**src/hw/bsbu_pkg.sv**
```systemverilog
// bsbu_pkg: constants shared by the branch, skip and bit-operation unit.
// assumes a 32-bit APB slave with byte addresses, one aligned word per register.
package bsbu_pkg;

	// widths
	localparam int ADDR_W = 8;
	localparam int DATA_W = 32;
	localparam int PC_W = 16;
	localparam int K_W = 7;
	localparam int OP_W = 6;
	localparam int CNT_W = 2;

	// register byte offsets
	localparam logic [ADDR_W-1:0] OFF_CMD = 8'h00;
	localparam logic [ADDR_W-1:0] OFF_PC = 8'h04;
	localparam logic [ADDR_W-1:0] OFF_FLAGS = 8'h08;
	localparam logic [ADDR_W-1:0] OFF_GPR = 8'h0c;
	localparam logic [ADDR_W-1:0] OFF_IO = 8'h10;
	localparam logic [ADDR_W-1:0] OFF_OPND = 8'h14;
	localparam logic [ADDR_W-1:0] OFF_STAT = 8'h18;

	// command word fields: op [5:0], bit b [8:6], flag s [11:9]
	localparam int CMD_OP_LSB = 0;
	localparam int CMD_B_LSB = 6;
	localparam int CMD_S_LSB = 9;
	// operand word fields: k [6:0], next instruction two words [8]
	localparam int OPND_K_LSB = 0;
	localparam int OPND_LONG_BIT = 8;
	// status word fields
	localparam int STAT_BUSY_BIT = 0;
	localparam int STAT_TAKEN_BIT = 1;
	localparam int STAT_CYC_LSB = 2;

	// status flag bit positions
	localparam int FL_C = 0;
	localparam int FL_Z = 1;
	localparam int FL_N = 2;
	localparam int FL_V = 3;
	localparam int FL_S = 4;
	localparam int FL_H = 5;
	localparam int FL_T = 6;
	localparam int FL_I = 7;

	// reset values
	localparam logic [PC_W-1:0] RST_PC = 16'h0000;
	localparam logic [7:0] RST_BYTE = 8'h00;

	// cycle counts and program counter steps
	localparam logic [CNT_W-1:0] CYC_ONE = 2'h1;
	localparam logic [CNT_W-1:0] CYC_TWO = 2'h2;
	localparam logic [CNT_W-1:0] CYC_THREE = 2'h3;
	localparam logic [PC_W-1:0] PC_STEP = 16'h0001;
	localparam logic [PC_W-1:0] PC_SKIP_SHORT = 16'h0002;
	localparam logic [PC_W-1:0] PC_SKIP_LONG = 16'h0003;

	// operation codes
	localparam logic [OP_W-1:0] OP_SKIP_IF_REG_BIT_ZERO = 6'h00;
	localparam logic [OP_W-1:0] OP_SKIP_IF_REG_BIT_ONE = 6'h01;
	localparam logic [OP_W-1:0] OP_SKIP_IF_IO_BIT_ZERO = 6'h02;
	localparam logic [OP_W-1:0] OP_SKIP_IF_IO_BIT_ONE = 6'h03;
	localparam logic [OP_W-1:0] OP_BRANCH_ON_FLAG_ONE = 6'h04;
	localparam logic [OP_W-1:0] OP_BRANCH_ON_FLAG_ZERO = 6'h05;
	localparam logic [OP_W-1:0] OP_BRANCH_EQUAL = 6'h06;
	localparam logic [OP_W-1:0] OP_BRANCH_NOT_EQUAL = 6'h07;
	localparam logic [OP_W-1:0] OP_BRANCH_ON_CARRY_ONE = 6'h08;
	localparam logic [OP_W-1:0] OP_BRANCH_ON_CARRY_ZERO = 6'h09;
	localparam logic [OP_W-1:0] OP_BRANCH_UNSIGNED_GE = 6'h0a;
	localparam logic [OP_W-1:0] OP_BRANCH_UNSIGNED_LT = 6'h0b;
	localparam logic [OP_W-1:0] OP_BRANCH_NEGATIVE = 6'h0c;
	localparam logic [OP_W-1:0] OP_BRANCH_POSITIVE = 6'h0d;
	localparam logic [OP_W-1:0] OP_BRANCH_SIGNED_GE = 6'h0e;
	localparam logic [OP_W-1:0] OP_BRANCH_SIGNED_LT = 6'h0f;
	localparam logic [OP_W-1:0] OP_BRANCH_HALFCARRY_ONE = 6'h10;
	localparam logic [OP_W-1:0] OP_BRANCH_HALFCARRY_ZERO = 6'h11;
	localparam logic [OP_W-1:0] OP_BRANCH_TRANSFER_ONE = 6'h12;
	localparam logic [OP_W-1:0] OP_BRANCH_TRANSFER_ZERO = 6'h13;
	localparam logic [OP_W-1:0] OP_BRANCH_OVERFLOW_ONE = 6'h14;
	localparam logic [OP_W-1:0] OP_BRANCH_OVERFLOW_ZERO = 6'h15;
	localparam logic [OP_W-1:0] OP_BRANCH_IRQ_ENABLED = 6'h16;
	localparam logic [OP_W-1:0] OP_BRANCH_IRQ_DISABLED = 6'h17;
	localparam logic [OP_W-1:0] OP_IO_BIT_WRITE_ONE = 6'h18;
	localparam logic [OP_W-1:0] OP_IO_BIT_WRITE_ZERO = 6'h19;
	localparam logic [OP_W-1:0] OP_LOGIC_SHIFT_LEFT = 6'h1a;
	localparam logic [OP_W-1:0] OP_LOGIC_SHIFT_RIGHT = 6'h1b;
	localparam logic [OP_W-1:0] OP_ROTATE_UP_THROUGH_CARRY = 6'h1c;
	localparam logic [OP_W-1:0] OP_ROTATE_DOWN_THROUGH_CARRY = 6'h1d;
	localparam logic [OP_W-1:0] OP_ARITH_SHIFT_RIGHT = 6'h1e;
	localparam logic [OP_W-1:0] OP_NIBBLE_SWAP = 6'h1f;
	localparam logic [OP_W-1:0] OP_FLAG_FORCE_ONE = 6'h20;
	localparam logic [OP_W-1:0] OP_FLAG_FORCE_ZERO = 6'h21;
	localparam logic [OP_W-1:0] OP_REG_BIT_TO_TRANSFER = 6'h22;
	localparam logic [OP_W-1:0] OP_TRANSFER_TO_REG_BIT = 6'h23;
	localparam logic [OP_W-1:0] OP_CARRY_FORCE_ONE = 6'h24;
	localparam logic [OP_W-1:0] OP_CARRY_FORCE_ZERO = 6'h25;
	localparam logic [OP_W-1:0] OP_NEGATIVE_FORCE_ONE = 6'h26;
	localparam logic [OP_W-1:0] OP_NEGATIVE_FORCE_ZERO = 6'h27;
	localparam logic [OP_W-1:0] OP_ZERO_FLAG_FORCE_ONE = 6'h28;
	localparam logic [OP_W-1:0] OP_ZERO_FLAG_FORCE_ZERO = 6'h29;
	localparam logic [OP_W-1:0] OP_GLOBAL_IRQ_ON = 6'h2a;
	localparam logic [OP_W-1:0] OP_GLOBAL_IRQ_OFF = 6'h2b;
	localparam logic [OP_W-1:0] OP_LAST = 6'h2b;

	// execution states, one-hot
	typedef enum logic [1:0] {
		BSBU_IDLE = 2'b01,
		BSBU_EXEC = 2'b10
	} bsbu_state_type;

endpackage

```
**src/hw/bsbu_top.sv**
```systemverilog
// bsbu_top: executes skip, branch and bit instructions on loaded operands.
// assumes an APB master on REF_CLK; software loads operands, then writes the command.
//
// Function
// [RULE1] skip on general register bit zero: pc plus 2 or 3, 1/2/3 cycles
// [RULE2] skip on general register bit one, same pc advance and cycle counts
// [RULE3] skip on i/o register bit zero or one, 1 to 3 cycles, no flags
// [RULE4] branch when flag s is one: pc plus k plus 1, 1/2 cycles
// [RULE5] branch when flag s is zero: pc plus k plus 1, else fall through
// [RULE6] carry-clear and unsigned same-or-higher branch taken when carry is zero
// [RULE7] carry-set and unsigned lower branch taken when carry is one
// [RULE8] minus branch on negative one, plus branch on negative zero
// [RULE9] signed compare branches test negative xor overflow: ge on zero, lt on one
// [RULE10] half-carry branches taken on half-carry one or zero
// [RULE11] transfer-flag branches taken on transfer one or zero, no flag change
// [RULE12] overflow branches taken on overflow one or zero
// [RULE13] interrupt-state branches test the global interrupt enable flag
// [RULE14] i/o bit set writes one to bit b only, two cycles, no flags
// [RULE15] i/o bit clear writes zero to bit b only, two cycles, no flags
// [RULE16] logical shifts fill zero and update zero, carry, negative, overflow
// [RULE17] rotate left takes carry into bit 0, old bit 7 into carry
// [RULE18] rotate right takes carry into bit 7, old bit 0 into carry
// [RULE19] bit store copies register bit b into transfer flag only
// [RULE20] bit load copies transfer flag into register bit b, no flags
// [RULE21] carry, negative and zero flags each set or cleared alone
// [RULE22] interrupt enable sets i flag; generic set and clear write any flag
// [RULE23] interrupt disable clears only the i flag in one cycle
// [RULE24] equal and not-equal branch on zero flag; nibble swap leaves flags alone
// [RULE25] arithmetic right shift keeps bit 7, bit 0 into carry, updates flags
`timescale 1ns/10ps

module bsbu_top
	import bsbu_pkg::*;
(
	// clock, reset, enable
	input wire logic REF_CLK,
	input wire logic NRST,
	input wire logic CE,
	// apb slave
	input wire logic PSEL,
	input wire logic PENABLE,
	input wire logic PWRITE,
	input wire logic [bsbu_pkg::ADDR_W-1:0] PADDR,
	input wire logic [bsbu_pkg::DATA_W-1:0] PWDATA,
	output logic [bsbu_pkg::DATA_W-1:0] PRDATA,
	output logic PREADY,
	output logic PSLVERR,
	// execution status
	output logic BUSY
);
	import bsbu_pkg::*;

	////////////////////////////////////////////////////////////////////////
	// helper functions
	// zero test of a byte
	function automatic logic is_zero(input logic [7:0] v);
		is_zero = (v == RST_BYTE);
	endfunction
	// program counter step, wraps at the top
	function automatic logic [PC_W-1:0] pc_add(input logic [PC_W-1:0] p,
		input logic [PC_W-1:0] d);
		pc_add = p + d;
	endfunction
	// replace one bit of a byte
	function automatic logic [7:0] put_bit(input logic [7:0] v, input logic [2:0] b,
		input logic x);
		logic [7:0] r;
		r = v;
		r[b] = x;
		put_bit = r;
	endfunction
	// shift flags: zero, carry, negative, overflow = negative xor carry
	function automatic logic [7:0] shift_flags(input logic [7:0] f, input logic [7:0] res,
		input logic c);
		logic [7:0] r;
		r = f;
		r[FL_Z] = is_zero(res);
		r[FL_C] = c;
		r[FL_N] = res[7];
		r[FL_V] = res[7] ^ c;
		shift_flags = r;
	endfunction
	////////////////////////////////////////////////////////////////////////
	// state
	bsbu_state_type state_ff;
	bsbu_state_type nxt_state;
	logic [OP_W-1:0] op_ff;
	logic [2:0] bit_ff;
	logic [2:0] flag_sel_ff;
	logic [PC_W-1:0] pc_ff;
	logic [7:0] flags_ff;
	logic [7:0] gpr_ff;
	logic [7:0] io_ff;
	logic [K_W-1:0] k_ff;
	logic long_next_ff;
	logic taken_ff;
	logic [CNT_W-1:0] cycles_ff;
	logic [CNT_W-1:0] cnt_ff;
	logic [DATA_W-1:0] prdata_ff;
	// execution results
	logic [PC_W-1:0] nxt_pc;
	logic [7:0] nxt_flags;
	logic [7:0] nxt_gpr;
	logic [7:0] nxt_io;
	logic nxt_taken;
	logic [CNT_W-1:0] nxt_cycles;
	// bus decode
	logic acc;
	logic wr_acc;
	logic rd_setup;
	logic addr_ok;
	logic wr_err;
	logic cmd_op_ok;
	logic commit;
	logic [DATA_W-1:0] rd_data;
	logic [PC_W-1:0] k_ext;
	logic branch_cond;
	logic skip_cond;

	////////////////////////////////////////////////////////////////////////
	// apb decode
	// zero wait states while enabled; frozen clock enable stalls the bus
	assign PREADY = CE;
	assign acc = PSEL & PENABLE & CE;
	assign wr_acc = acc & PWRITE & ~wr_err;
	assign rd_setup = PSEL & ~PENABLE & ~PWRITE & CE;
	assign cmd_op_ok = (PWDATA[CMD_OP_LSB +: OP_W] <= OP_LAST);
	// address map check
	always_comb begin
		case (PADDR)
			OFF_CMD, OFF_PC, OFF_FLAGS, OFF_GPR, OFF_IO, OFF_OPND, OFF_STAT: addr_ok = 1'b1;
			default: addr_ok = 1'b0;
		endcase
	end

	// writes refused: unmapped, read-only status, while busy, unknown op
	always_comb begin
		wr_err = 1'b0;
		if (PWRITE) begin
			if (!addr_ok || PADDR == OFF_STAT || state_ff == BSBU_EXEC) begin
				wr_err = 1'b1;
			end else if (PADDR == OFF_CMD && !cmd_op_ok) begin
				wr_err = 1'b1;
			end
		end
	end
	assign PSLVERR = acc & (PWRITE ? wr_err : ~addr_ok);
	// read mux
	always_comb begin
		rd_data = '0;
		case (PADDR)
			OFF_CMD: begin
				rd_data[CMD_OP_LSB +: OP_W] = op_ff;
				rd_data[CMD_B_LSB +: 3] = bit_ff;
				rd_data[CMD_S_LSB +: 3] = flag_sel_ff;
			end
			OFF_PC: rd_data[PC_W-1:0] = pc_ff;
			OFF_FLAGS: rd_data[7:0] = flags_ff;
			OFF_GPR: rd_data[7:0] = gpr_ff;
			OFF_IO: rd_data[7:0] = io_ff;
			OFF_OPND: begin
				rd_data[OPND_K_LSB +: K_W] = k_ff;
				rd_data[OPND_LONG_BIT] = long_next_ff;
			end
			OFF_STAT: begin
				rd_data[STAT_BUSY_BIT] = (state_ff == BSBU_EXEC);
				rd_data[STAT_TAKEN_BIT] = taken_ff;
				rd_data[STAT_CYC_LSB +: CNT_W] = cycles_ff;
			end
			default: rd_data = '0;
		endcase
	end
	// read data captured in the setup phase
	always_ff @(posedge REF_CLK or negedge NRST) begin
		if (!NRST) begin
			prdata_ff <= '0;
		end else if (rd_setup) begin
			prdata_ff <= rd_data;
		end
	end
	assign PRDATA = prdata_ff;
	////////////////////////////////////////////////////////////////////////
	// execution of the loaded instruction
	assign k_ext = {{(PC_W-K_W){k_ff[K_W-1]}}, k_ff};

	// named and generic branch conditions
	always_comb begin
		case (op_ff)
			OP_BRANCH_ON_FLAG_ONE: branch_cond = flags_ff[flag_sel_ff]; // [RULE4]
			OP_BRANCH_ON_FLAG_ZERO: branch_cond = ~flags_ff[flag_sel_ff]; // [RULE5]
			OP_BRANCH_EQUAL: branch_cond = flags_ff[FL_Z]; // [RULE24]
			OP_BRANCH_NOT_EQUAL: branch_cond = ~flags_ff[FL_Z]; // [RULE24]
			OP_BRANCH_ON_CARRY_ONE, OP_BRANCH_UNSIGNED_LT: branch_cond = flags_ff[FL_C]; // [RULE7]
			OP_BRANCH_ON_CARRY_ZERO, OP_BRANCH_UNSIGNED_GE: branch_cond = ~flags_ff[FL_C]; // [RULE6]
			OP_BRANCH_NEGATIVE: branch_cond = flags_ff[FL_N]; // [RULE8]
			OP_BRANCH_POSITIVE: branch_cond = ~flags_ff[FL_N]; // [RULE8]
			OP_BRANCH_SIGNED_GE: branch_cond = ~(flags_ff[FL_N] ^ flags_ff[FL_V]); // [RULE9]
			OP_BRANCH_SIGNED_LT: branch_cond = flags_ff[FL_N] ^ flags_ff[FL_V]; // [RULE9]
			OP_BRANCH_HALFCARRY_ONE: branch_cond = flags_ff[FL_H]; // [RULE10]
			OP_BRANCH_HALFCARRY_ZERO: branch_cond = ~flags_ff[FL_H]; // [RULE10]
			OP_BRANCH_TRANSFER_ONE: branch_cond = flags_ff[FL_T]; // [RULE11]
			OP_BRANCH_TRANSFER_ZERO: branch_cond = ~flags_ff[FL_T]; // [RULE11]
			OP_BRANCH_OVERFLOW_ONE: branch_cond = flags_ff[FL_V]; // [RULE12]
			OP_BRANCH_OVERFLOW_ZERO: branch_cond = ~flags_ff[FL_V]; // [RULE12]
			OP_BRANCH_IRQ_ENABLED: branch_cond = flags_ff[FL_I]; // [RULE13]
			OP_BRANCH_IRQ_DISABLED: branch_cond = ~flags_ff[FL_I]; // [RULE13]
			default: branch_cond = 1'b0;
		endcase
	end

	// skip conditions on register or i/o bit
	always_comb begin
		case (op_ff)
			OP_SKIP_IF_REG_BIT_ZERO: skip_cond = ~gpr_ff[bit_ff]; // [RULE1]
			OP_SKIP_IF_REG_BIT_ONE: skip_cond = gpr_ff[bit_ff]; // [RULE2]
			OP_SKIP_IF_IO_BIT_ZERO: skip_cond = ~io_ff[bit_ff]; // [RULE3]
			OP_SKIP_IF_IO_BIT_ONE: skip_cond = io_ff[bit_ff]; // [RULE3]
			default: skip_cond = 1'b0;
		endcase
	end

	// results, program counter and cycle count of the instruction
	always_comb begin
		nxt_pc = pc_add(pc_ff, PC_STEP);
		nxt_flags = flags_ff;
		nxt_gpr = gpr_ff;
		nxt_io = io_ff;
		nxt_taken = 1'b0;
		nxt_cycles = CYC_ONE;
		case (op_ff)
			OP_SKIP_IF_REG_BIT_ZERO, OP_SKIP_IF_REG_BIT_ONE,
			OP_SKIP_IF_IO_BIT_ZERO, OP_SKIP_IF_IO_BIT_ONE: begin
				// skipped word count sets both pc step and cycles
				if (skip_cond) begin
					nxt_taken = 1'b1;
					nxt_pc = pc_add(pc_ff, long_next_ff ? PC_SKIP_LONG : PC_SKIP_SHORT); // [RULE1]
					nxt_cycles = long_next_ff ? CYC_THREE : CYC_TWO; // [RULE2] [RULE3]
				end
			end
			OP_BRANCH_ON_FLAG_ONE, OP_BRANCH_ON_FLAG_ZERO, OP_BRANCH_EQUAL,
			OP_BRANCH_NOT_EQUAL, OP_BRANCH_ON_CARRY_ONE, OP_BRANCH_ON_CARRY_ZERO,
			OP_BRANCH_UNSIGNED_GE, OP_BRANCH_UNSIGNED_LT, OP_BRANCH_NEGATIVE,
			OP_BRANCH_POSITIVE, OP_BRANCH_SIGNED_GE, OP_BRANCH_SIGNED_LT,
			OP_BRANCH_HALFCARRY_ONE, OP_BRANCH_HALFCARRY_ZERO, OP_BRANCH_TRANSFER_ONE,
			OP_BRANCH_TRANSFER_ZERO, OP_BRANCH_OVERFLOW_ONE, OP_BRANCH_OVERFLOW_ZERO,
			OP_BRANCH_IRQ_ENABLED, OP_BRANCH_IRQ_DISABLED: begin
				// taken: pc plus k plus 1 in two cycles, flags untouched
				if (branch_cond) begin
					nxt_taken = 1'b1;
					nxt_pc = pc_add(pc_add(pc_ff, k_ext), PC_STEP); // [RULE4] [RULE5]
					nxt_cycles = CYC_TWO; // [RULE11]
				end
			end
			OP_IO_BIT_WRITE_ONE: begin
				nxt_io = put_bit(io_ff, bit_ff, 1'b1); // [RULE14]
				nxt_cycles = CYC_TWO; // [RULE14]
			end
			OP_IO_BIT_WRITE_ZERO: begin
				nxt_io = put_bit(io_ff, bit_ff, 1'b0); // [RULE15]
				nxt_cycles = CYC_TWO; // [RULE15]
			end
			OP_LOGIC_SHIFT_LEFT: begin
				nxt_gpr = {gpr_ff[6:0], 1'b0}; // [RULE16]
				nxt_flags = shift_flags(flags_ff, {gpr_ff[6:0], 1'b0}, gpr_ff[7]); // [RULE16]
			end
			OP_LOGIC_SHIFT_RIGHT: begin
				nxt_gpr = {1'b0, gpr_ff[7:1]}; // [RULE16]
				nxt_flags = shift_flags(flags_ff, {1'b0, gpr_ff[7:1]}, gpr_ff[0]); // [RULE16]
			end
			OP_ROTATE_UP_THROUGH_CARRY: begin
				nxt_gpr = {gpr_ff[6:0], flags_ff[FL_C]}; // [RULE17]
				nxt_flags = shift_flags(flags_ff, {gpr_ff[6:0], flags_ff[FL_C]}, gpr_ff[7]); // [RULE17]
			end
			OP_ROTATE_DOWN_THROUGH_CARRY: begin
				nxt_gpr = {flags_ff[FL_C], gpr_ff[7:1]}; // [RULE18]
				nxt_flags = shift_flags(flags_ff, {flags_ff[FL_C], gpr_ff[7:1]}, gpr_ff[0]); // [RULE18]
			end
			OP_ARITH_SHIFT_RIGHT: begin
				nxt_gpr = {gpr_ff[7], gpr_ff[7:1]}; // [RULE25]
				nxt_flags = shift_flags(flags_ff, {gpr_ff[7], gpr_ff[7:1]}, gpr_ff[0]); // [RULE25]
			end
			OP_NIBBLE_SWAP: nxt_gpr = {gpr_ff[3:0], gpr_ff[7:4]}; // [RULE24]
			OP_FLAG_FORCE_ONE: nxt_flags = put_bit(flags_ff, flag_sel_ff, 1'b1); // [RULE22]
			OP_FLAG_FORCE_ZERO: nxt_flags = put_bit(flags_ff, flag_sel_ff, 1'b0); // [RULE22]
			OP_REG_BIT_TO_TRANSFER: nxt_flags[FL_T] = gpr_ff[bit_ff]; // [RULE19]
			OP_TRANSFER_TO_REG_BIT: nxt_gpr = put_bit(gpr_ff, bit_ff, flags_ff[FL_T]); // [RULE20]
			OP_CARRY_FORCE_ONE: nxt_flags[FL_C] = 1'b1; // [RULE21]
			OP_CARRY_FORCE_ZERO: nxt_flags[FL_C] = 1'b0; // [RULE21]
			OP_NEGATIVE_FORCE_ONE: nxt_flags[FL_N] = 1'b1; // [RULE21]
			OP_NEGATIVE_FORCE_ZERO: nxt_flags[FL_N] = 1'b0; // [RULE21]
			OP_ZERO_FLAG_FORCE_ONE: nxt_flags[FL_Z] = 1'b1; // [RULE21]
			OP_ZERO_FLAG_FORCE_ZERO: nxt_flags[FL_Z] = 1'b0; // [RULE21]
			OP_GLOBAL_IRQ_ON: nxt_flags[FL_I] = 1'b1; // [RULE22]
			OP_GLOBAL_IRQ_OFF: nxt_flags[FL_I] = 1'b0; // [RULE23]
			default: nxt_cycles = CYC_ONE;
		endcase
	end

	////////////////////////////////////////////////////////////////////////
	// sequencing
	// last execution cycle writes the results back
	assign commit = (state_ff == BSBU_EXEC) && (cnt_ff == nxt_cycles);
	assign BUSY = (state_ff == BSBU_EXEC);
	// idle until a command is written, exec for the instruction's cycles
	always_comb begin
		case (state_ff)
			BSBU_IDLE: nxt_state = (wr_acc && PADDR == OFF_CMD) ? BSBU_EXEC : BSBU_IDLE;
			BSBU_EXEC: nxt_state = commit ? BSBU_IDLE : BSBU_EXEC;
			default: nxt_state = BSBU_IDLE;
		endcase
	end

	always_ff @(posedge REF_CLK or negedge NRST) begin
		if (!NRST) begin
			state_ff <= BSBU_IDLE;
		end else if (CE) begin
			state_ff <= nxt_state;
		end
	end

	// execution cycle counter, first exec cycle counts one
	always_ff @(posedge REF_CLK or negedge NRST) begin
		if (!NRST) begin
			cnt_ff <= CYC_ONE;
		end else if (CE) begin
			if (state_ff == BSBU_EXEC && !commit) begin
				cnt_ff <= cnt_ff + CYC_ONE;
			end else begin
				cnt_ff <= CYC_ONE;
			end
		end
	end

	// command fields
	always_ff @(posedge REF_CLK or negedge NRST) begin
		if (!NRST) begin
			op_ff <= '0;
			bit_ff <= '0;
			flag_sel_ff <= '0;
		end else if (CE && wr_acc && PADDR == OFF_CMD) begin
			op_ff <= PWDATA[CMD_OP_LSB +: OP_W];
			bit_ff <= PWDATA[CMD_B_LSB +: 3];
			flag_sel_ff <= PWDATA[CMD_S_LSB +: 3];
		end
	end

	// branch offset and length of the following instruction
	always_ff @(posedge REF_CLK or negedge NRST) begin
		if (!NRST) begin
			k_ff <= '0;
			long_next_ff <= 1'b0;
		end else if (CE && wr_acc && PADDR == OFF_OPND) begin
			k_ff <= PWDATA[OPND_K_LSB +: K_W];
			long_next_ff <= PWDATA[OPND_LONG_BIT];
		end
	end

	// program counter, software load or result
	always_ff @(posedge REF_CLK or negedge NRST) begin
		if (!NRST) begin
			pc_ff <= RST_PC;
		end else if (CE) begin
			if (commit) begin
				pc_ff <= nxt_pc;
			end else if (wr_acc && PADDR == OFF_PC) begin
				pc_ff <= PWDATA[PC_W-1:0];
			end
		end
	end

	// status flags, general register and i/o register
	always_ff @(posedge REF_CLK or negedge NRST) begin
		if (!NRST) begin
			flags_ff <= RST_BYTE;
			gpr_ff <= RST_BYTE;
			io_ff <= RST_BYTE;
		end else if (CE) begin
			if (commit) begin
				flags_ff <= nxt_flags;
				gpr_ff <= nxt_gpr;
				io_ff <= nxt_io;
			end else if (wr_acc) begin
				if (PADDR == OFF_FLAGS) flags_ff <= PWDATA[7:0];
				if (PADDR == OFF_GPR) gpr_ff <= PWDATA[7:0];
				if (PADDR == OFF_IO) io_ff <= PWDATA[7:0];
			end
		end
	end

	// outcome of the last instruction
	always_ff @(posedge REF_CLK or negedge NRST) begin
		if (!NRST) begin
			taken_ff <= 1'b0;
			cycles_ff <= '0;
		end else if (CE && commit) begin
			taken_ff <= nxt_taken;
			cycles_ff <= nxt_cycles;
		end
	end

endmodule

```
**config.mk**
```make
export PLATFORM = sky130hd
export DESIGN_NAME = bsbu_top
export DESIGN_NICKNAME = d
export VERILOG_FILES = /design/src/hw/bsbu_pkg.sv /design/src/hw/bsbu_top.sv
export SDC_FILE = /design/constraint.sdc
export NUM_CORES = 1
export LEC_CHECK = 0
export BUFFER_PORTS_ARGS = -buffer_cell sky130_fd_sc_hd__buf_2
export CORE_ASPECT_RATIO = 0.75
export CORE_MARGIN = 8
export CORE_UTILIZATION = 61
export DETAILED_ROUTE_END_ITERATION = 10
export GPL_TIMING_DRIVEN = 0
export PLACE_DENSITY = 0.82
export SLEW_MARGIN = 20
export SYNTH_ARGS = -nofsm -noshare
export SYNTH_HDL_FRONTEND = slang
export SYNTH_SLANG_ARGS = --single-unit
export TNS_END_PERCENT = 100
```
**constraint.sdc**
```tcl
create_clock -name REF_CLK -period 4.4 [get_ports REF_CLK]
set_clock_uncertainty 0.2 [all_clocks]
set_input_delay 0.44 -clock REF_CLK [delete_from_list [all_inputs] [get_ports REF_CLK]]
set_output_delay 0.44 -clock REF_CLK [all_outputs]
set_load 0.02 [all_outputs]
```
# After elaboration in Yosys (flattened, before gate mapping)
# Cells that the tools add are included.
[totals]
reg_bits = 83
wordCells = 236
inputBits = 46
out_inout_bits = 35
[classes]
muxes = 58
n_lt_le_gt_ge = 5
add_sub_neg = 5
eq_ne = 66
reduce_logical = 48
n_bitwise = 33
[op_table]
columns = ["op", "count"]
rows = [
  ["$eq A6 B5 Y1 const B", 16],
  ["$eq A6 B6 Y1 const B", 12],
  ["$mux W8", 9],
  ["$mux W16", 4],
  ["$pmux W8 S7", 1],
  ["$eq A6 B4 Y1 const B", 8],
  ["$pmux W3 S6", 2],
  ["$add A16 B1 Y16 const B", 2],
  ["$logic_not A8 Y1", 4],
  ["$pmux W16 S2", 1],
  ["$reduce_and A4 Y1", 8],
  ["$pmux W4 S7", 1],
  ["$eq A6 B3 Y1 const B", 4],
  ["$eq A8 B5 Y1 const B", 3],
  ["$reduce_or A20 Y1", 1],
  ["$pmux W1 S18", 1],
  ["$add A16 B16 Y16", 1],
  ["$add A16 B2 Y16", 1],
  ["$and A8 B8 Y8", 2],
  ["$eq A8 B4 Y1 const B", 2],
  ["$not A8 Y8", 2],
  ["$or A8 B8 Y8", 2],
  ["$pmux W8 S2", 1],
  ["$not A1 Y1", 15],
  ["51 further kinds", 112],
]

# Depth between registers and ports, before layout
# Gate-level depths: netlist of the first run.
[depth]
ltp_word = 13
mapped_depth = 14
mapped_depth_nobuf = 12

# Worst setup path before layout of the first run
# Ideal clock, no wire load.
[synth_timing]
kind = "flip-flop to flip-flop"
start = "register flag_sel_ff[1]"
end = "register flags_ff[1]"
setup_slack_ns = 0.843
required_ns = 4.075
setup_ns = 0.125
synth_period_minus_slack_ns = 3.557
path_buffers = 2
path_stages_with_launch = 12
arrival_ns = 3.232
cell_sequence = "dfrtp_1 mux2_2 a211o_1 a221oi_2 mux2_2 or2_0 buf_2 o311ai_4 o211a_1 buf_6 mux2_2 mux2_2"
[synth_via]
elab_chain_cells = 10
word_cells_on_any_way = 22
cone_classes = "order compare (2); eq/ne (2); mux (9); bitwise (4); reduce/logical (5)"
[synth_lines]
columns = ["item", "line", "rtl"]
rows = [
  ["start, declared", "bsbu_top.sv:89", "logic [2:0] flag_sel_ff;"],
  ["start signal, assigned", "bsbu_top.sv:343", "flag_sel_ff <= PWDATA[CMD_S_LSB +: 3];"],
  ["$bmux W1 S3", "bsbu_top.sv:189, bsbu_top.sv:190", ""],
  ["$mux W1 (not written as such)", "bsbu_top.sv:189, bsbu_top.sv:190", ""],
  ["$not A1 Y1", "bsbu_top.sv:190", "OP_BRANCH_ON_FLAG_ZERO: branch_cond = ~flags_ff[flag_sel_ff];"],
  ["$pmux W1 S18", "bsbu_top.sv:188", "case (op_ff)"],
  ["$mux W2", "bsbu_top.sv:248", "if (branch_cond) begin"],
  ["$pmux W2 S3", "bsbu_top.sv:230", "case (op_ff)"],
  ["$eq A2 B2 Y1", "bsbu_top.sv:302", "assign commit = (state_ff == BSBU_EXEC) && (cnt_ff == nxt_cycles);"],
  ["$logic_and A1 B1 Y1", "bsbu_top.sv:302", ""],
  ["$ne A10 B1 Y1 (no line) / $reduce_bool A2 Y1 (equally long branches)", "--", ""],
  ["$reduce_and A4 Y1 (no line)", "--", ""],
  ["end signal, assigned", "bsbu_top.sv:379", "flags_ff <= nxt_flags;"],
  ["end signal, assigned", "bsbu_top.sv:383", "if (PADDR == OFF_FLAGS) flags_ff <= PWDATA[7:0];"],
  ["end, declared", "bsbu_top.sv:91", "logic [7:0] flags_ff;"],
]
# Parallel ways exist; a longest one is shown, timed or not. The select of a mux whose other input is x is not followed.
# A chain may end at the register's enable or synchronous reset.

# Final worst setup path of the first run
[layout_timing]
start = "register flags_ff[1]"
end = "register pc_ff[7]"
[layout_via]
elab_chain_cells = 10
word_cells_on_any_way = 14
cone_classes = "eq/ne (1); mux (8); bitwise (2); reduce/logical (3)"
[layout_lines]
columns = ["item", "line", "rtl"]
rows = [
  ["$bmux W1 S3", "bsbu_top.sv:189, bsbu_top.sv:190", ""],
  ["$mux W1 (not written as such)", "bsbu_top.sv:189, bsbu_top.sv:190", ""],
  ["$not A1 Y1", "bsbu_top.sv:190", ""],
  ["$pmux W1 S18 *", "bsbu_top.sv:188", ""],
  ["$mux W2", "bsbu_top.sv:248", ""],
  ["$pmux W2 S3", "bsbu_top.sv:230", ""],
  ["$eq A2 B2 Y1", "bsbu_top.sv:302", ""],
  ["$logic_and A1 B1 Y1", "bsbu_top.sv:302", ""],
  ["$reduce_bool A2 Y1 (no line)", "--", ""],
  ["$reduce_and A2 Y1 (no line)", "--", ""],
  ["end signal, assigned", "bsbu_top.sv:364", "pc_ff <= nxt_pc;"],
  ["end signal, assigned", "bsbu_top.sv:366", "pc_ff <= PWDATA[PC_W-1:0];"],
  ["end, declared", "bsbu_top.sv:90", "logic [PC_W-1:0] pc_ff;"],
]
# Every way passes the cells marked *; elsewhere a longest branch is shown, timed or not. The select of a mux whose other input is x is not followed.

==> results of run 1 <==
[per-stage QoR]
stage                     area (sq um)  setup TNS (ps)  utilization (%)  cells  power [mW]
after floorplan                   7670               0                -    976        1.06
after global placement            8110               0             66.4   1188        1.18
after detailed placement          8140               0             66.6   1189        1.19
after CTS                         8460               0             69.3   1206        2.00
after global routing              8470           -30.4             69.3   1206        2.07
final                             8470               0             69.3   1207        2.01
[worst max-delay path, cell delays in order, from the launching register on]
cell	delay, ps
dfrtp_1	510
mux2_2	320
a211o_1	300
a221oi_2	270
mux2_2	410
or2_0	220
buf_2	210
o311ai_4	400
o211ai_1	170
clkbuf_1	360
a2111oi_0	570
o31ai_1	110
[Yosys cell counts (16+ instances only)]
library cell	n	area share (%)
mux2_2	19	2.8
nand2_1	99	4.9
nor3_1	26	1.7
a21oi_1	46	3.0
inv_1	34	1.7
dfrtp_1	81	27
mux2i_1	36	4.7
and3_1	16	1.3
o22ai_1	20	1.6
nor2_1	95	4.7
a22oi_1	22	2.2
buf_4	22	2.2
ha_1	21	3.4
nand3_1	43	2.8
o21ai_0	57	3.7
clkbuf_1	43	2.1
[cell type report]
class	count	area (sq um)	area share [%]
Multi-Input combinational cell	768	4990	58.9
Sequential cell	83	2080	24.5
Buffer	90	478	5.64
Timing Repair Buffer	48	270	3.19
Clock buffer	11	253	2.98
Tap cell	166	208	2.45
Inverter	35	131	1.55
Clock inverter	5	60.1	0.709
Antenna cell	1	2.50	0.0295
[cell families (layout without fill, tap and decap cells)]
| group | count (synthesis) | after routing |
|---|---|---|
| compound gates | 303 | 303 |
| xor+xnor | 22 | 22 |
| fa+ha+maj | 22 | 22 |
| buf+inv | 125 | 189 |
| flops | 83 | 83 |
| mux | 58 | 58 |
| other cells | 1 | 17 |
| simple gates | 347 | 347 |
[layer usage]
metal | GRT usage [%] | vias up
met4 | 11.1 | 2
met5 | 2.17 | -
met3 | 13.7 | 94
li1 | - | 3703
met1 | 48.6 | 3950
met2 | 47.9 | 673
[report_power, final]
part	internal [mW]	total [mW]	switching [mW]
Clock	0.474	0.819	0.345
Sequential	0.806	0.850	0.0431
Combinational	0.123	0.344	0.221
[what timing repair did]
item / in CTS / in global routing
gates resized for setup: 0 / 1
endpoints found under the hold margin: 36 / 0
hold buffers: 1 / 0
endpoints found under the setup margin: 0 / 8
[flip-flops by register name (all words and copies together) (netlist names), 3 cells and up, named ones only]
register     count
pc_ff           16
PRDATA          16
flags_ff         8
k_ff             7
bit_ff           3
gpr_ff           8
op_ff            6
flag_sel_ff      3
[worst paths after layout]
path                        startpoint  cells past startpoint        endpoint
setup / recovery           flags_ff[1]                     11        pc_ff[7]
hold / removal              PWDATA[10]                      3  flag_sel_ff[1]
setup reg to reg           flags_ff[1]                     11        pc_ff[7]
hold reg to reg               taken_ff                      2        taken_ff
max in group asynchronous         NRST                      3     state_ff[0]
min in group asynchronous         NRST                      2       pc_ff[12]
==> results.toml, run 1 <==
[setup_path]
crit_fanout = 10
cp.arrival_ps = 4220
cp-start-kind = "flop"
cp_data_required_time_ps = 4420
criticalPathCategory = "reg -> reg"
crit_path_end_kind = "flop"
regToRegSetupSlack_ps = 200

[synth]
synth-edff-count = 0
ys_ff_latch = 83
avgSynthCellArea_sq_um = 7.93
mappedNetlistArea_sq_um = 7620
ys_types = 87
yosysWarnings = 0
synth_top_family_by_area = "compound AO/OA/AOI/OAI gates"
yosys.area_share.simple_pct = 22.0
synthMuxAreaShare_pct = 8.43
ys_seq_area_share_pct = 27.3
async_reset_ff_share_pct = 100
synth_xor_xnor_area_share_pct = 2.53
synth_compound_area_share_pct = 28.0
syn_inst = 961
yosys.area_share.adder_pct = 3.71
ys.flop_type = "dfrtp_1"

[route]
vias = 8422
detail-route-antenna-nets = 0
routed_wl_um = 29100
drtIter0Drc = 1553
vias_per_cell = 6.98
drt_pass1_iterations = 8
wl_per_cell_um = 24.1
met2WireLength_um = 11500
highest_layer = "met5"
drc = 0
met3_length_um = 4840
drt-met1-wl_um = 11900

[power_and_ir_drop]
peakVddDrop_mv = 0.201
power_density_nw_per_um2 = 237
p_leak_nw = 3.68

[global_route]
grt_pass1_wl_um = 44800
grt_pass1_vias = 7735
grt-ovfl-total = 0
track_usage_pct = 34.9
antenna_found_initial = 0
grt_max_degree = 48

[die]
die_area_sq_um = 16400
io_pins = 81
chipWidth_um = 145
floorplan.rows = 35
start_util_pct = 62.3
coreArea_sq_um = 12200
die_y_um = 113

[sta]
slew_viol_final = 0
layout_min_cycle_time_ps = 4200
layout_setup_ws_ps = 197
finalCritPeriodShare_pct = 95.5
whs_ps = 128
tightest_slew_ps = 1000
slew_headroom_pct = 32.8
max_freq_ghz = 0.238
hold_viol = 0
setup_viol = 0

[clock_tree]
postCtsSetupBuffers = 0
clk_pin_slew_worst_paths_ps = 70
h-tree-depth = 3
ctsLongestPathBuffers = 2
cts_tree = "built"
clock_latency_ps = 360
root_buffer = "clkbuf_16"
numCtsBuffers = 9
cts_num_sinks = 83

[run_status]
outcome = "finished, final reports clean"

[finish]
area_growth_pct = 11.2
final_common_cell = "nand2_1"
fillers = 1066
drive_gt1_share_pct = 14.4
most-common-layout-cells = "99 x nand2_1, 95 x nor2_1, 81 x dfrtp_1, 57 x buf_2, 57 x o21ai_0"
finalNetCount = 1103

[placement]
place_congestion = 1.06
io_buffers = 46
hpwl_um = 21900
dpl_worst_slack_ps = 238

[flow_run]
cap_violations = 0

[worst_hold_path]
hold_path.class = "in -> reg"
Note: power is estimated with default switching activity, not from simulation.
==> inputs of run 2 (changes only) <==
ABC_AREA = 1   (was not set)
clock period = 4.8 ns   (was 4.4 ns; I/O delays follow)
==> results.toml, run 2 <==
[synth]
ys.flop_type = "dfrtp_1"
ys_types = 55
yosysTopAreaCell = "dfrtp_1"
synth-edff-count = 0
synthTopCellsByCount = "378 x nand2_1, 140 x inv_1, 114 x nor2_1"
syn_inst = 1212
avgSynthCellArea_sq_um = 6.31
mappedNetlistArea_sq_um = 7650
synth_area_leaders = "dfrtp_1 27%, nand2_1 19%, inv_1 6.9%, nor2_1 5.6%, o21ai_0 5.5%"
netlist.area_leader.share_pct = 26.5
yosysWarnings = 0
async_reset_ff_share_pct = 100
ys_ff_latch = 83
ys_seq_area_share_pct = 27.2
yosysMostFrequentCell = "nand2_1"

[finish]
finalNetCount = 1356
instances_no_fill = 1459
area_growth_pct = 10.7
register_area_sq_um = 2080
multiInputGateArea_sq_um = 4770
drive_gt1_share_pct = 11.0
final_common_cell = "nand2_1"
most-common-layout-cells = "378 x nand2_1, 140 x inv_1, 114 x nor2_1, 84 x o21ai_0, 81 x dfrtp_1"
fin_util_pct = 69.0
insertedDiodeCount = 0
fillers = 1134

[setup_path]
r2r-start = "op_ff[1]"
reg2regPathDepth = 15
criticalPathCategory = "reg -> reg"
cp_data_required_time_ps = 4850
r2r-end = "gpr_ff[2]"
regToRegSetupSlack_ps = 820
cp-start-kind = "flop"
cp.arrival_ps = 4030
crit_path_end_kind = "flop"
crit_fanout = 10

[global_route]
grt_pass1_vias = 8133
grt_max_degree = 55
grtUsageMet2_pct = 46.5
track_usage_pct = 34.5
grt-ovfl-total = 0
met3_usage_pct = 15.8
grt_busiest_layer = "met1"
grt_pass1_wl_um = 44900
antenna_found_initial = 0
met1_usage_pct = 47.1

[route]
drt_pass1_iterations = 6
routed_wl_um = 28800
drtIter0Drc = 1426
vias = 9029
vias_per_cell = 6.19
detail-route-antenna-nets = 0
wl_per_cell_um = 19.7
drc = 0

[placement]
place_inst = 1442
io_buffers = 48
dpl_worst_slack_ps = 1100
hpwl_um = 22600
place_congestion = 1.03

[sta]
slew_viol_final = 0
finalSetupTns_ps = 0
rsz0062_at_grt = "false"
tightest_slew_ps = 1260
layout_min_cycle_time_ps = 3980
hold_viol = 0
max_freq_ghz = 0.251
finalCritPeriodShare_pct = 82.9
layout_setup_ws_ps = 819
slew_headroom_pct = 15.0
setup_viol = 0

[clock_tree]
clock_latency_ps = 350
root_buffer = "clkbuf_16"
h-tree-depth = 3
hold_buffers = 1
ctsLongestPathBuffers = 2
postCtsSetupBuffers = 0
clk_pin_slew_worst_paths_ps = 70
cts_resized = 0
numCtsBuffers = 9
cts_num_sinks = 83
cts_tree = "built"

[power_and_ir_drop]
power_density_nw_per_um2 = 210
peakVddDrop_mv = 0.186
p_leak_nw = 4.33
total_power_mw = 1.77

[worst_hold_path]
hp-start = "PWDATA[10]"
whs_endpoint = "flag_sel_ff[1]"
hold_path.class = "in -> reg"
hold_depth = 3

[run_status]
outcome = "finished, final reports clean"

[die]
floorplan.rows = 35
io_pins = 81
coreArea_sq_um = 12300
start_util_pct = 62.4
chipWidth_um = 145
die_y_um = 113
die_area_sq_um = 16400

[flow_run]
cap_violations = 0
run 2: area by class of cell:
cell class                      instances  share of cell area, %
Buffer                                 46                   3.42
Clock buffer                           11                   2.75
Clock inverter                          5                  0.458
Inverter                              150                   6.65
Multi-Input combinational cell        948                   56.4
Sequential cell                        83                   24.6
Tap cell                              166                   2.45
Timing Repair Buffer                   50                   3.31
run 2: worst max path at each step:
stage	startpoint	to	slack [ps]	cells past startpoint
3_5_place_dp	op_ff[1]	flags_ff[0]	1100	15
2_1_floorplan	pc_ff[0]	pc_ff[14]	2110	15
6_report	op_ff[1]	gpr_ff[2]	820	15
5_1_grt	op_ff[1]	gpr_ff[2]	680	15
3_3_place_gp	op_ff[1]	flags_ff[0]	1080	15
4_1_cts	op_ff[1]	gpr_ff[2]	1090	15
run 2: kinds of logic (layout without fill, tap and decap cells):
logic type | Yosys count | after routing | share of synthesized area, %
simple gates | 635 | 635 | 35.0
compound gates | 240 | 240 | 18.8
buf+inv | 196 | 262 | 11.1
flops | 83 | 83 | 27.2
xor+xnor | 31 | 31 | 3.55
fa+ha+maj | 22 | 22 | 3.70
mux | 4 | 4 | 0.589
other cells | 1 | 16 | 0.0490
run 2: worst max-delay path: stages (launching register included):
cell     delay, ps
dfrtp_1        450
inv_1          190
nor2_1         140
nand3_1        120
nand4_1        560
nor2_1         560
nand2_1        180
nand3_2        130
nand2_1         70
nand2_2        110
nand3_2        190
buf_2          270
nand2_1        350
o21ai_0        170
nand3_1        110
nand2_1         60
run 2: metal layers:
metal | share of wire, % | wire [um] | vias to the layer above
met5 | 0 | 0 | -
met4 | 3.3 | 951 | 0
met3 | 17 | 4880 | 91
met2 | 38 | 10900 | 724
met1 | 42 | 12100 | 4072
li1 | - | - | 4142
run 2: metrics by stage:
| stage | instance area, sq um | hold WS, ps |
|---|---|---|
| 2_1_floorplan | 7700 | -15.6 |
| 3_3_place_gp | 8150 | 261 |
| 3_5_place_dp | 8180 | 240 |
| 4_1_cts | 8460 | 185 |
| 5_1_grt | 8460 | 182 |
| 6_report | 8460 | 189 |
run 2: where the power goes:
group          internal [mW]  total, mW  switching [mW]
clock network          0.354      0.673           0.320
registers              0.720      0.742          0.0218
logic                  0.124      0.358           0.235
total                   1.20       1.77           0.576
